===== src/hdl/bfi_pkg.sv =====
// Purpose: shared constants and types for breaker failure initiation
// Assumes: 250 MHz mclk; delays given in microseconds
// Notes:   delay counts are derived from the time figures
package bfi_pkg;
   localparam int unsigned CLK_MHZ        = 250;
   localparam int unsigned CNT_W          = 32;
   // Default delay times in microseconds
   localparam int unsigned T2_US          = 150000;
   localparam int unsigned T1_ONE_US      = 100000;
   localparam int unsigned T1_ALL_US      = 100000;
   localparam int unsigned T3_US          = 0;
   localparam logic [CNT_W-1:0] T2_CYC     = CNT_W'(T2_US * CLK_MHZ);
   localparam logic [CNT_W-1:0] T1_ONE_CYC = CNT_W'(T1_ONE_US * CLK_MHZ);
   localparam logic [CNT_W-1:0] T1_ALL_CYC = CNT_W'(T1_ALL_US * CLK_MHZ);
   localparam logic [CNT_W-1:0] T3_CYC     = CNT_W'(T3_US * CLK_MHZ);
   localparam int unsigned NPH            = 3;
   localparam logic [CNT_W-1:0] CNT_ZERO  = '0;
   localparam logic [CNT_W-1:0] CNT_ONE   = CNT_W'(1);
   typedef enum logic [2:0] {
      BFI_IDLE   = 3'b001,
      BFI_ARMED  = 3'b010,
      BFI_FIRED  = 3'b100
   } bfi_stage_t;
endpackage


===== src/hdl/bfi_tmr_if.sv =====
// Purpose: start/expiry link between control and a delay timer
// Assumes: single clock domain
// Notes:   run held high while the timer should keep counting
`timescale 1ns/1ps
interface bfi_tmr_if;
   import bfi_pkg::*;
   logic             run;
   logic [CNT_W-1:0] limit;
   logic             done;
   modport ctl (output run, output limit, input done);
   modport tmr (input run, input limit, output done);
endinterface


===== src/hdl/bfi_core.sv =====
// Purpose: breaker failure initiation, delay stages and trip outputs
// Assumes: inputs are raw pins or settings, all synchronised here
// Notes:   current detection arrives as per-phase flags
`timescale 1ns/1ps
// What this block does
// - Trip plus current starts common-phase timers
// - No current: use auxiliary contacts instead
// - Breaker open: no current or NC closed
// - Any pole closed raises some_pole_shut
// - No-current start judged by contacts only
// - External or internal block suppresses initiation
// - Assigned release gates every start
// - Segregated mode evaluates each phase alone
// - Single-phase start: that phase only, current
// - Segregated contact check only when enabled
// - No per-pole contacts: NO chain open
// - Multi-pole trip gives three-phase start
// - No-current start always three-phase
// - Segregated single-pole trip watches tripped pole, or NO chain without per-pole contacts
// - Separate timers per initiation, plus second stage
// - Adjacent trips are always three-pole
// - Single-stage: adjacent trip follows second timer, or first-stage timers when cfg_split_t1 is set
// - Two-stage: retrip local, then trip adjacent
// - First delay by trip type; retrip select
// - Inoperable breaker timer trips adjacent
// - Adjacent trip routed to intertrip output
// - Seen current then gone means open
module bfi_core
   import bfi_pkg::*;
(
   // Clock and reset
   input  wire logic            mclk,
   input  wire logic            sys_rst,
   // Settings
   input  wire logic            cfg_segregated,
   input  wire logic            cfg_two_stage,
   input  wire logic            cfg_split_t1,
   input  wire logic            use_aux_contact_check,
   input  wire logic            retrip_single_pole_select,
   input  wire logic            cfg_release_assigned,
   input  wire logic            cfg_per_pole_aux,
   input  wire logic            int_block,
   // Feeder protection starts
   input  wire logic            int_trip_all,
   input  wire logic [NPH-1:0]  int_trip_phase,
   input  wire logic            int_start_no_current,
   input  wire logic            ext_start_all_phases,
   input  wire logic            ext_start_phase_a,
   input  wire logic            ext_start_phase_b,
   input  wire logic            ext_start_phase_c,
   input  wire logic            ext_start_no_current,
   input  wire logic            ext_release_in,
   input  wire logic            ext_block_in,
   input  wire logic            breaker_inoperable_in,
   // Breaker state
   input  wire logic [NPH-1:0]  current_flow,
   input  wire logic [NPH-1:0]  pole_shut_in,
   input  wire logic            aux_valid,
   input  wire logic            no_chain_shut,
   // Outputs
   output logic                 some_pole_shut,
   output logic                 all_phase_start,
   output logic [NPH-1:0]       single_phase_start,
   output logic [NPH-1:0]       local_retrip,
   output logic                 adjacent_trip,
   output logic                 intertrip_out,
   output logic [2:0]           stage_state
);
   // Two-flop synchronisers for every pin and setting
   // Seventeen single pins plus four per-phase groups
   localparam int SW = 4 * NPH + 17;
   logic [SW-1:0] raw, s1, s2;
   assign raw = {cfg_segregated, cfg_two_stage, cfg_split_t1,
                 use_aux_contact_check, retrip_single_pole_select,
                 cfg_release_assigned, cfg_per_pole_aux, int_block,
                 int_trip_all, int_trip_phase, int_start_no_current,
                 ext_start_all_phases, ext_start_phase_c,
                 ext_start_phase_b, ext_start_phase_a,
                 ext_start_no_current, ext_release_in, ext_block_in,
                 breaker_inoperable_in, current_flow, pole_shut_in,
                 aux_valid, no_chain_shut};
   always_ff @(posedge mclk) begin
      if (sys_rst) begin
         s1 <= '0;
         s2 <= '0;
      end else begin
         s1 <= raw;
         s2 <= s1;
      end
   end

   logic seg, two_st, split, chk, rsel, rel_as, ppa, iblk;
   logic itrip3, inocur, xtrip3, xnocur, xrel, xblk, inop, auxv, nochn;
   logic [NPH-1:0] itrip, xtrip, cur, pshut;
   assign {seg, two_st, split, chk, rsel, rel_as, ppa, iblk, itrip3,
           itrip, inocur, xtrip3, xtrip, xnocur, xrel, xblk, inop,
           cur, pshut, auxv, nochn} = s2;

   // Combined start conditions
   logic [NPH-1:0] trip_ph;
   logic trip_any, multi, released, nocur_start, any_cur;
   logic shut_any, all_open_aux;
   assign trip_ph  = itrip | xtrip;
   assign multi    = (trip_ph[0] & trip_ph[1]) | (trip_ph[1] & trip_ph[2])
                     | (trip_ph[0] & trip_ph[2]);
   assign released = (!rel_as || xrel) && !xblk && !iblk;
   assign trip_any = itrip3 | xtrip3 | (|trip_ph);
   assign nocur_start = inocur | xnocur;
   assign any_cur  = |cur;
   assign shut_any = |pshut;
   assign all_open_aux = auxv && !shut_any;

   // Current seen during this trip latch, per phase
   logic [NPH-1:0] cur_seen;
   always_ff @(posedge mclk) begin
      if (sys_rst || !trip_any) begin
         cur_seen <= '0;
      end else begin
         cur_seen <= cur_seen | cur;
      end
   end

   // Common-phase initiate: current, else contacts if not seen current
   logic init_cp, init_3ph;
   always_comb begin
      init_cp = 1'b0;
      if (released) begin
         if (nocur_start) begin
            init_cp = auxv && shut_any;
         end else if (!seg || multi || itrip3 || xtrip3) begin
            if (trip_any && any_cur) begin
               init_cp = 1'b1;
            end else if (trip_any && !(|cur_seen)) begin
               init_cp = chk && auxv && shut_any;
            end
         end
      end
   end
   assign init_3ph = init_cp;

   // Phase-segregated initiate, one per phase
   logic [NPH-1:0] init_ph;
   genvar g;
   generate
      for (g = 0; g < NPH; g++) begin : g_ph
         logic only_this, pole_closed;
         assign only_this = trip_ph[g] && !multi && !itrip3 && !xtrip3
                            && !nocur_start;
         // Without per-pole contacts, NO chain tells the pole state
         assign pole_closed = ppa ? pshut[g] : nochn;
         assign init_ph[g] = seg && released && only_this &&
            (cur[g] || (!cur_seen[g] && chk && auxv && pole_closed));
      end
   endgenerate

   // Delay timers
   bfi_tmr_if t_one ();
   bfi_tmr_if t_all ();
   bfi_tmr_if t_two ();
   bfi_tmr_if t_inop ();

   logic stage1_hit;
   always_comb begin
      stage1_hit = t_one.done | t_all.done;
   end

   // First stage: segregated and common-phase delays
   assign t_one.run   = |init_ph;
   assign t_one.limit = T1_ONE_CYC;
   assign t_all.run   = init_3ph;
   assign t_all.limit = T1_ALL_CYC;
   // Second stage runs on any initiation; single-stage without split uses it alone
   assign t_two.run   = (|init_ph) | init_3ph;
   assign t_two.limit = T2_CYC;
   // Release gates this start as well, like every other
   assign t_inop.run  = inop && trip_any && released;
   assign t_inop.limit = T3_CYC;

   bfi_timer u_t_one (.mclk(mclk), .sys_rst(sys_rst), .t(t_one));
   bfi_timer u_t_all (.mclk(mclk), .sys_rst(sys_rst), .t(t_all));
   bfi_timer u_t_two (.mclk(mclk), .sys_rst(sys_rst), .t(t_two));
   bfi_timer u_t_inop (.mclk(mclk), .sys_rst(sys_rst), .t(t_inop));

   // Stage tracker for status
   bfi_stage_t stage;
   always_ff @(posedge mclk) begin
      if (sys_rst) begin
         stage <= BFI_IDLE;
      end else begin
         case (stage)
            BFI_IDLE: begin
               if (t_two.run) stage <= BFI_ARMED;
            end
            BFI_ARMED: begin
               if (adjacent_trip) stage <= BFI_FIRED;
               else if (!t_two.run) stage <= BFI_IDLE;
            end
            BFI_FIRED: begin
               if (!t_two.run && !t_inop.run) stage <= BFI_IDLE;
            end
            default: stage <= BFI_IDLE;
         endcase
      end
   end

   // Adjacent trip decision
   logic next_adj;
   always_comb begin
      next_adj = t_inop.done;
      if (two_st) begin
         next_adj = next_adj | t_two.done;
      end else if (split) begin
         next_adj = next_adj | stage1_hit;
      end else begin
         next_adj = next_adj | t_two.done;
      end
   end

   // Local retrip, single or three pole
   logic [NPH-1:0] next_retrip;
   always_comb begin
      next_retrip = '0;
      if (two_st) begin
         if (t_all.done) begin
            next_retrip = '1;
         end else if (t_one.done) begin
            next_retrip = rsel ? init_ph : '1;
         end
      end
   end

   // Registered outputs
   always_ff @(posedge mclk) begin
      if (sys_rst) begin
         some_pole_shut     <= 1'b0;
         all_phase_start    <= 1'b0;
         single_phase_start <= '0;
         local_retrip       <= '0;
         adjacent_trip      <= 1'b0;
         intertrip_out      <= 1'b0;
         stage_state        <= BFI_IDLE;
      end else begin
         some_pole_shut     <= shut_any;
         all_phase_start    <= init_3ph;
         single_phase_start <= init_ph;
         local_retrip       <= next_retrip;
         adjacent_trip      <= next_adj;
         intertrip_out      <= next_adj;
         stage_state        <= stage;
      end
   end
endmodule


===== src/hdl/bfi_timer.sv =====
// Purpose: one delay stage; counts while run, clears when run drops
// Assumes: limit stable while run is high
// Notes:   a zero limit expires one cycle after run rises
`timescale 1ns/1ps
module bfi_timer
   import bfi_pkg::*;
(
   // Clock and reset
   input wire logic mclk,
   input wire logic sys_rst,
   // Control link
   bfi_tmr_if.tmr   t
);
   logic [CNT_W-1:0] count;

   always_ff @(posedge mclk) begin
      if (sys_rst || !t.run) begin
         count  <= CNT_ZERO;
         t.done <= 1'b0;
      end else if (count >= t.limit) begin
         t.done <= 1'b1;
      end else begin
         count  <= count + CNT_ONE;
      end
   end
endmodule


===== config.mk =====
export PLATFORM = sky130hd
export DESIGN_NAME = bfi_core
export DESIGN_NICKNAME = d
export VERILOG_FILES = /design/src/hdl/bfi_pkg.sv /design/src/hdl/bfi_tmr_if.sv /design/src/hdl/bfi_core.sv /design/src/hdl/bfi_timer.sv
export SDC_FILE = /design/constraint.sdc
export NUM_CORES = 1
export LEC_CHECK = 0
export ABC_AREA = 1
export BUFFER_PORTS_ARGS = -buffer_cell sky130_fd_sc_hd__buf_2
export CORE_MARGIN = 4
export CORE_UTILIZATION = 30
export CTS_CLUSTER_DIAMETER = 120
export DETAILED_ROUTE_END_ITERATION = 10
export SYNTH_ARGS = -nofsm -noshare
export SYNTH_HDL_FRONTEND = slang
export SYNTH_SLANG_ARGS = --single-unit

===== constraint.sdc =====
create_clock -name mclk -period 2.55 [get_ports mclk]
set_input_delay 0.3825 -clock mclk [delete_from_list [all_inputs] [get_ports mclk]]
set_output_delay 0.3825 -clock mclk [all_outputs]
set_load 0.01 [all_outputs]

======== Word level (Yosys, flattened, before mapping) ========
Index checks and enable logic that the tools add are counted.
storage, ports and cells
  output and inout bits ................... 13
  input bits .............................. 31
  bits in registers ....................... 208
operators by class
  multiplexer cells ....................... 18
  $lt $le $gt $ge ......................... 4
  add/subtract/negate cells ............... 4
  bitwise logic cells ..................... 15
  reduce and logical (&&, ||, !) cells .... 74
  equality and inequality tests ........... 6
operators with widths
  cell                                                                 count
  adder 32 x 1 -> 32 bit, second input constant                        4
  greater-or-equal comparator 32 x 25 -> 1 bit, second input constant  2
  logical AND 1 bit                                                    38
  greater-or-equal comparator 32 x 1 -> 1 bit, second input constant   1
  greater-or-equal comparator 32 x 26 -> 1 bit, second input constant  1
  2-to-1 mux 3 bit                                                     7
  zero test 1 bit                                                      17
  OR reduction 3 bit                                                   5
  logical OR 1 bit                                                     12
  2-to-1 mux 1 bit                                                     10
  OR 1 bit                                                             9
  one-hot mux 3 bit (3 select lines)                                   1
  OR 3 bit                                                             2
  inequality test 2 bit, second input constant                         2
  AND 1 bit                                                            3
  equality test 3 x 1 -> 1 bit, second input constant                  1
  equality test 3 x 2 -> 1 bit, second input constant                  1
  equality test 3 bit, second input constant                           1
  inequality test 3 bit, second input constant                         1
  AND reduction 3 bit                                                  1
  OR reduction 2 bit                                                   1
  NOT 1 bit                                                            1

======== Depth between registers and ports, before layout ========
Gate-level depths: netlist (run 1).
  depth after elaboration ................. 17
  mapped depth ............................ 15
  depth with buffers taken out ............ 14

======== Hierarchy ========
A second synthesis (run 1) with hierarchy kept.
unflattened totals
  cell total of the unflattened synthesis .. 2247
  area, all modules ....................... 14712.9 µm²
modules (own cells, without submodules)
  module     area each (µm²)  seq. area each (µm²)  times used  cells each
  bfi_timer  3014.1           660.6                 4           478
  bfi_core   2656.3           1521.5                1           335

======== Worst setup path after synthesis (run 1) ========
Ideal clock, no wire load.
  kind .................................... reg2reg
  start ................................... register u_t_two.count[1]
  end ..................................... register u_t_two.count[16]
  data required time ...................... 2.494 ns
  setup slack ............................. 0.984 ns
  buffers on the path ..................... 0
  arrival ................................. 1.510 ns
  stages on the path, launching flop included .. 11
  cell sequence ........................... dfxtp_1 ha_1 inv_1 nor2_2 nand2_1 nor3_1 xor2_1 nand3_1 nand2_1 nand2_1 inv_1
between the ends
  longest elaborated chain between the ends .. 1
  elaborated cells on any way between the ends .. 2
ends and longest elaborated chain
  element                                                                                 RTL line                          RTL
  from (decl)                                                                             bfi_timer.sv:14                   logic [CNT_W-1:0] count;
  from (signal assigned)                                                                  bfi_timer.sv:23                   count <= count + CNT_ONE;
  adder 32 x 1 -> 32 bit or greater-or-equal comparator 32 x 26 -> 1 bit (tied branches)  bfi_timer.sv:23, bfi_timer.sv:20
Several ways; a longest one is shown, not always the timed one.
A chain may end at the register's enable or synchronous reset.

======== Worst setup path in the final report (run 1) ========
  start ................................... register u_t_two.count[29]
  end ..................................... register u_t_two.count[19]
between the ends
  longest elaborated chain between the ends .. 1
ends and longest elaborated chain
  element                                       RTL line         RTL
  greater-or-equal comparator 32 x 26 -> 1 bit  bfi_timer.sv:20  end else if (count >= t.limit) begin
No other way between the ends.

==> flow_summary_export.csv, run 1 <==
group,metric,value,unit
setup_path,endpoint_kind,"flop",
yosys,ys_top_cells_by_area,"dfxtp_1 (44%), nand2_1 (12%), inv_1 (9.3%), nor2_1 (8.7%), nand3_1 (4.2%)",
setup_path,critPathRequiredTime,2.93,ns
yosys,synth_top_area_frac,0.4419,
floorplanning,fp.dieH,171.0,um
clock_network,postCtsHoldBufs,0,
sta,setup_viol,0,
yosys,synthCells,1140,
yosys,syn-num-nets,1177,
clock_network,clk_latency,0.43,ns
pwr,total_leakage_power,4.054,nW
global_routing,track_usage,0.1125,
yosys,synth_area,0.007974,sq mm
global_routing,grt_start_max_net_pins,42,
routing,drcViolationCount,0,
yosys,synth_seq_cells,176,
sta,slew_headroom,0.6269,
yosys,synth_edf_count,0,
floorplanning,die_w,171.0,um
routing,vias,6562,
floorplanning,die_area,0.02925,sq mm
cells_and_area,area_delta_synth_final,14.45,%
cells_and_area,drive_gt1_frac,0.1000,
setup_path,r2r_cells,9,
sta,fin_worst_skew,0.01290,ns
routing,drt_pass1_iterations,5,
sta,report.final.slew_viol_count,0,
sta,rsz0062_at_grt,"false",
clock_network,tritoncts,"done",
worst_hold_path,hp-start,"int_trip_phase[2]",
yosys,synthFlopType,"dfxtp_1",
pwr,p_per_area,636.4,mW/mm^2
yosys,async_flop_share,0,
floorplanning,io_pins,44,
placement,dpl.hpwl,11370,um
yosys,synth_top_area_cell,"dfxtp_1",
clock_network,cts.path.max_buffers,2,
placement,postPlaceCellArea,0.008478,sq mm
clock_network,cts_buffers,17,
sta,holdWs,0.1433,ns
floorplanning,start_util,0.3051,
clock_network,cts.sinks,176,
worst_hold_path,hold-path-endpoint,"s1[19]",
setup_path,critPathKind,"reg -> reg",
global_routing,grt.overflow.total,0,
clock_network,clkSlewWorstSetupHoldPaths,0.07,ns
clock_network,htree_levels,4,
setup_path,cp.arrival,2.31,ns
yosys,ys_seq_area_frac,0.4419,
sta,period_share,0.7548,
routing,wl_per_cell,10.40,um
worst_hold_path,hp-class,"in -> reg",
global_routing,antenna_found_initial,0,
setup_path,r2r_end,"u_t_two.count[19]",
worst_hold_path,hold_depth,3,
setup_path,reg2reg_slack,0.63,ns
cells_and_area,nFillCells,2810,
yosys,synth.most_common_cell,"nand2_1",
cells_and_area,nets,1214,
sta,timing.fmax,519.6,MHz
clock_network,cts-root-buf,"clkbuf_16",
sta,setup_tns,0,ns
routing,finalWirelength,15860,um
sta,min_period,1.925,ns
yosys,synth_common_cells,"nand2_1 (260), inv_1 (197), nor2_1 (184)",
cells_and_area,design_area,0.009126,sq mm
placement,io_buffer_count,43,
global_routing,grt_pass1_wl,27630,um
sta,worst_pin_slew,0.5596,ns
outcome,status,"completed",
sta,finalHoldViolations,0,
floorplanning,fp.coreArea,0.02613,sq mm
routing,postRouteAntennaNets,0,
yosys,synth_warnings,0,
yosys,synth_cell_types,41,
routing,via_per_inst,4.303,
setup_path,worstReg2RegStart,"u_t_two.count[29]",
pwr,irDropWorstVdd,0.4300,mV
global_routing,grt_pass1_vias,6037,
placement,gp_congestion,0.9023,
setup_path,crit_fanout,27,
flow_run,max_cap_viol_count,0,
routing,drtIter0Drc,356,
yosys,avgSynthCellArea,6.995,sq um
cells_and_area,diodes,0,
floorplanning,rows,59,
setup_path,worst_setup_path_start_kind,"flop",
clock_network,cts_resized,0,
clock_network,post_cts_buffers,0,
metrics by stage:
stage               cells  utilization  power [W]  worst slack (ns)
finish               1525       0.3492   0.005808            0.6253
global route         1525       0.3492   0.006048            0.4088
CTS                  1525       0.3492   0.005883            0.6000
detailed placement   1493       0.3244   0.003091            0.6210
global placement     1493       0.3244   0.003088            0.6660
floorplan            1140            -   0.003029            0.9845
critical path, cell delays in order (launching register included):
cell,delay (ns)
dfxtp_1,0.30
inv_1,0.06
nand4_1,0.20
nor4_4,0.37
nand4_4,0.32
nand2_4,0.34
nand2_1,0.09
nand2_1,0.08
nand2_1,0.05
inv_2,0.05
sequential cells by signal, indices dropped and copies added (netlist names):
signal,count
stage,3
u_t_two.count,32
intertrip_out,1
cur_seen,3
all_phase_start,1
u_t_two.t.done,1
single_phase_start,3
some_pole_shut,1
u_t_all.count,32
s1,29
u_t_one.count,32
u_t_all.t.done,1
s2,29
local_retrip,3
stage_state,3
u_t_one.t.done,1
u_t_inop.t.done,1
cell usage in the layout, fill, tap and decap left out, drive strengths merged, types with 2 or more instances in the layout:
cell and n:
bufinv 2, clkbuf 17, inv 214, o21a 2, nand2 267, buf 48
nor2 195, nor4 4, a21oi 47, ha 6, nor3 29, nand4 26
nor3b 2, nand3b 5, dfxtp 176, a31oi 5, xor2 21, clkinv 6
nand3 68, xnor2 22, o21ai 22
worst max path at each step:
stage,start,endpoint,slack (ns),cells after the start
2_1_floorplan,u_t_two.count[1],u_t_two.count[16],0.98,10
3_3_place_gp,u_t_two.count[21],u_t_two.count[19],0.67,8
3_5_place_dp,u_t_two.count[29],u_t_two.count[19],0.62,9
4_1_cts,u_t_two.count[29],u_t_two.count[19],0.60,9
5_1_grt,u_t_two.count[29],u_t_two.count[15],0.41,9
6_report,u_t_two.count[29],u_t_two.count[19],0.63,9
report_power, final:
group	internal [W]	switching, W
clock network	0.00152	0.00126
registers	0.00280	0.0000227
logic	0.0000692	0.000128
cell type report:
class	instances	area [sq um]	share of cell area
Multi-Input combinational cell	726	3500	0.3835
Clock inverter	15	222.7	0.02440
Clock buffer	17	425.4	0.04661
Timing Repair Buffer	48	252.7	0.02769
Inverter	208	783.3	0.08582
Tap cell	335	419.2	0.04593
Sequential cell	176	3523	0.3861
per-layer routing:
| layer | GRT usage | wire, um | vias to the layer above |
|---|---|---|---|
| li1 | - | - | 3549 |
| met1 | 0.1485 | 7842 | 2888 |
| met2 | 0.1841 | 7263 | 114 |
| met3 | 0.02726 | 590 | 11 |
| met4 | 0.03169 | 163 | 0 |
| met5 | 0 | 0 | - |
logic make-up (layout without fill, tap and decap cells):
family / Yosys count / in the layout / synth area share
flops: 176 / 176 / 0.4419
simple gates: 597 / 597 / 0.3278
xor+xnor: 43 / 43 / 0.04723
fa+ha+maj: 6 / 6 / 0.009414
compound gates: 80 / 80 / 0.05445
buf+inv: 238 / 288 / 0.1193
No activity file was read; power rests on OpenSTA's default activity.
==> inputs of run 2 (changes only) <==
==> constraint.sdc (replaced) <==
create_clock -name mclk -period 1.92 [get_ports mclk]
set_input_delay 0.288 -clock mclk [delete_from_list [all_inputs] [get_ports mclk]]
set_output_delay 0.288 -clock mclk [all_outputs]
set_load 0.01 [all_outputs]
==> run 2 against run 1 <==
Compared with the run above:
- register-to-register slack worse by 0.46 ns
- first-iteration DRC count down 15%
- count of clock-buffer cells in the layout rose by 1
- sequential power grew 33%
- combinational power rose by 42%
- cell area up 1.1%
- final cell count grew 1.3%
- via count rose by 2.0%
- total power is 25% higher
==> flow_summary_export.csv, run 2 (same netlist as run 1, synthesis figures left out) <==
group,metric,value,unit
worst_hold_path,hold-path-endpoint,"s1[11]",
routing,postRouteAntennaNets,0,
worst_hold_path,hp-class,"in -> reg",
setup_path,worstReg2RegStart,"s2[22]",
flow_run,max_cap_viol_count,0,
cells_and_area,nets,1234,
floorplanning,rows,59,
cells_and_area,utilization,0.3532,
setup_path,r2r_end,"u_t_one.count[20]",
sta,finalHoldViolations,0,
sta,slew_headroom,0.6231,
floorplanning,die_area,0.02925,sq mm
global_routing,grt_start_max_net_pins,63,
routing,vias,6693,
routing,drtIter0Drc,302,
sta,holdWs,0.06204,ns
pwr,p_per_area,788.0,mW/mm^2
routing,via_per_inst,4.332,
cells_and_area,drive_gt1_frac,0.1190,
cells_and_area,diodes,0,
routing,wl_met2,7320,um
placement,dpl.hpwl,11480,um
global_routing,grt.overflow.total,0,
cells_and_area,multi_input_area,0.003517,sq mm
global_routing,track_usage,0.1116,
outcome,status,"completed",
routing,top_layer,"met4",
setup_path,endpoint_kind,"flop",
routing,wl_per_cell,10.34,um
routing,route.met3.wl,580,um
floorplanning,fp.coreArea,0.02613,sq mm
setup_path,reg2reg_slack,0.17,ns
clock_network,cts.sinks,176,
cells_and_area,seqCellArea,0.003525,sq mm
cells_and_area,fin_cells,1545,
pwr,total_leakage_power,4.115,nW
floorplanning,die_w,171.0,um
floorplanning,fp.dieH,171.0,um
pwr,irDropWorstVdd,0.5913,mV
sta,period_share,0.9135,
clock_network,clk_latency,0.42,ns
global_routing,grt_pass1_wl,27440,um
clock_network,cts-root-buf,"clkbuf_16",
sta,fin_worst_skew,0.01157,ns
sta,min_period,1.754,ns
cells_and_area,area_delta_synth_final,15.75,%
clock_network,tritoncts,"done",
setup_path,crit_fanout,19,
global_routing,grt_pass1_vias,6107,
clock_network,clkSlewWorstSetupHoldPaths,0.07,ns
setup_path,worst_setup_path_start_kind,"flop",
routing,drcViolationCount,0,
setup_path,cp.arrival,2.07,ns
cells_and_area,top_regs,"u_t_all.count (32), u_t_one.count (32), u_t_two.count (32)",
sta,worst_pin_slew,0.5654,ns
routing,wl_met1,7877,um
setup_path,critPathKind,"reg -> reg",
placement,dp.cells,1503,
placement,io_buffer_count,43,
clock_network,cts.path.max_buffers,2,
global_routing,antenna_found_initial,0,
routing,finalWirelength,15970,um
worst_hold_path,hold_depth,3,
sta,setup_viol,0,
placement,gp_congestion,0.8971,
setup_path,critPathRequiredTime,2.24,ns
clock_network,htree_levels,4,
worst_hold_path,hp-start,"ext_start_no_current",
clock_network,cts_buffers,17,
setup_path,r2r_cells,13,
floorplanning,io_pins,44,
floorplanning,start_util,0.3051,
sta,report.final.slew_viol_count,0,
sta,timing.fmax,570.2,MHz
cells_and_area,nFillCells,2801,
routing,drt_pass1_iterations,5,
cells_and_area,final_cell_mix,"nand2_1 (259), inv_1 (197), nor2_1 (180)",
cells_and_area,final_common_cell,"nand2_1",
## run 2: repair_timing
item,CTS,global route
resized for setup,0,14
buffers inserted,0,10
hold buffers,0,0
setup endpoints to repair,0,74
## run 2: how the worst max path moves through the flow
stage / slack, ns / from / to
after global routing: -0.001 / s2[22] / u_t_two.count[15]
after detailed placement: 0.07 / u_t_two.count[30] / u_t_two.count[14]
after global placement: 0.1 / s2[11] / u_t_two.count[19]
after CTS: 0.06 / u_t_two.count[30] / u_t_two.count[14]
after floorplan: 0.35 / u_t_two.count[1] / u_t_two.count[16]
final: 0.17 / s2[22] / u_t_one.count[20]
## run 2: power breakdown
part	switching [W]	leakage [nW]	internal [W]
Sequential	0.0000316	1.43	0.00372
Clock	0.00153	0.264	0.00170
Combinational	0.000176	2.42	0.000103
Total	0.00174	4.12	0.00553
## run 2: metal layers
| metal | vias to the layer above | global-route usage |
|---|---|---|
| met3 | 15 | 0.02865 |
| met2 | 100 | 0.1815 |
| met1 | 2985 | 0.1469 |
| met4 | 0 | 0.03204 |
| met5 | - | 0 |
| li1 | 3593 | - |
## run 2: critical path, cell delays in order (launching register included)
cell and delay [ns]:
dfxtp_1 0.36, inv_2 0.05, nand2_1 0.08, nand2_1 0.06, nand2_1 0.07, a21oi_1 0.08
nand2_1 0.13, nand2_1 0.11, nor2_4 0.17, inv_2 0.04, nand2_1 0.12, buf_6 0.21
a21oi_1 0.06, o21a_1 0.10
## run 2: per-stage QoR
| step | power, W | cell area [sq um] | setup WS [ns] | TNS [ns] |
|---|---|---|---|---|
| 6_report | 0.007273 | 9230 | 0.1661 | 0 |
| 5_1_grt | 0.007588 | 9230 | -0.001263 | -0.001263 |
| 4_1_cts | 0.007367 | 9117 | 0.05905 | 0 |
| 3_5_place_dp | 0.004105 | 8566 | 0.07489 | 0 |
| 3_3_place_gp | 0.004102 | 8566 | 0.09516 | 0 |
| 2_1_floorplan | 0.004023 | 7974 | 0.3545 | 0 |
## run 2: final cells by class
class,instances,area share
flip-flops and latches,176,0.3819
multi-input cells,726,0.3810
inverters,208,0.08649
clock buffers,18,0.04650
repair buffers,68,0.04541
well taps,335,0.04541
clock inverters,14,0.01328
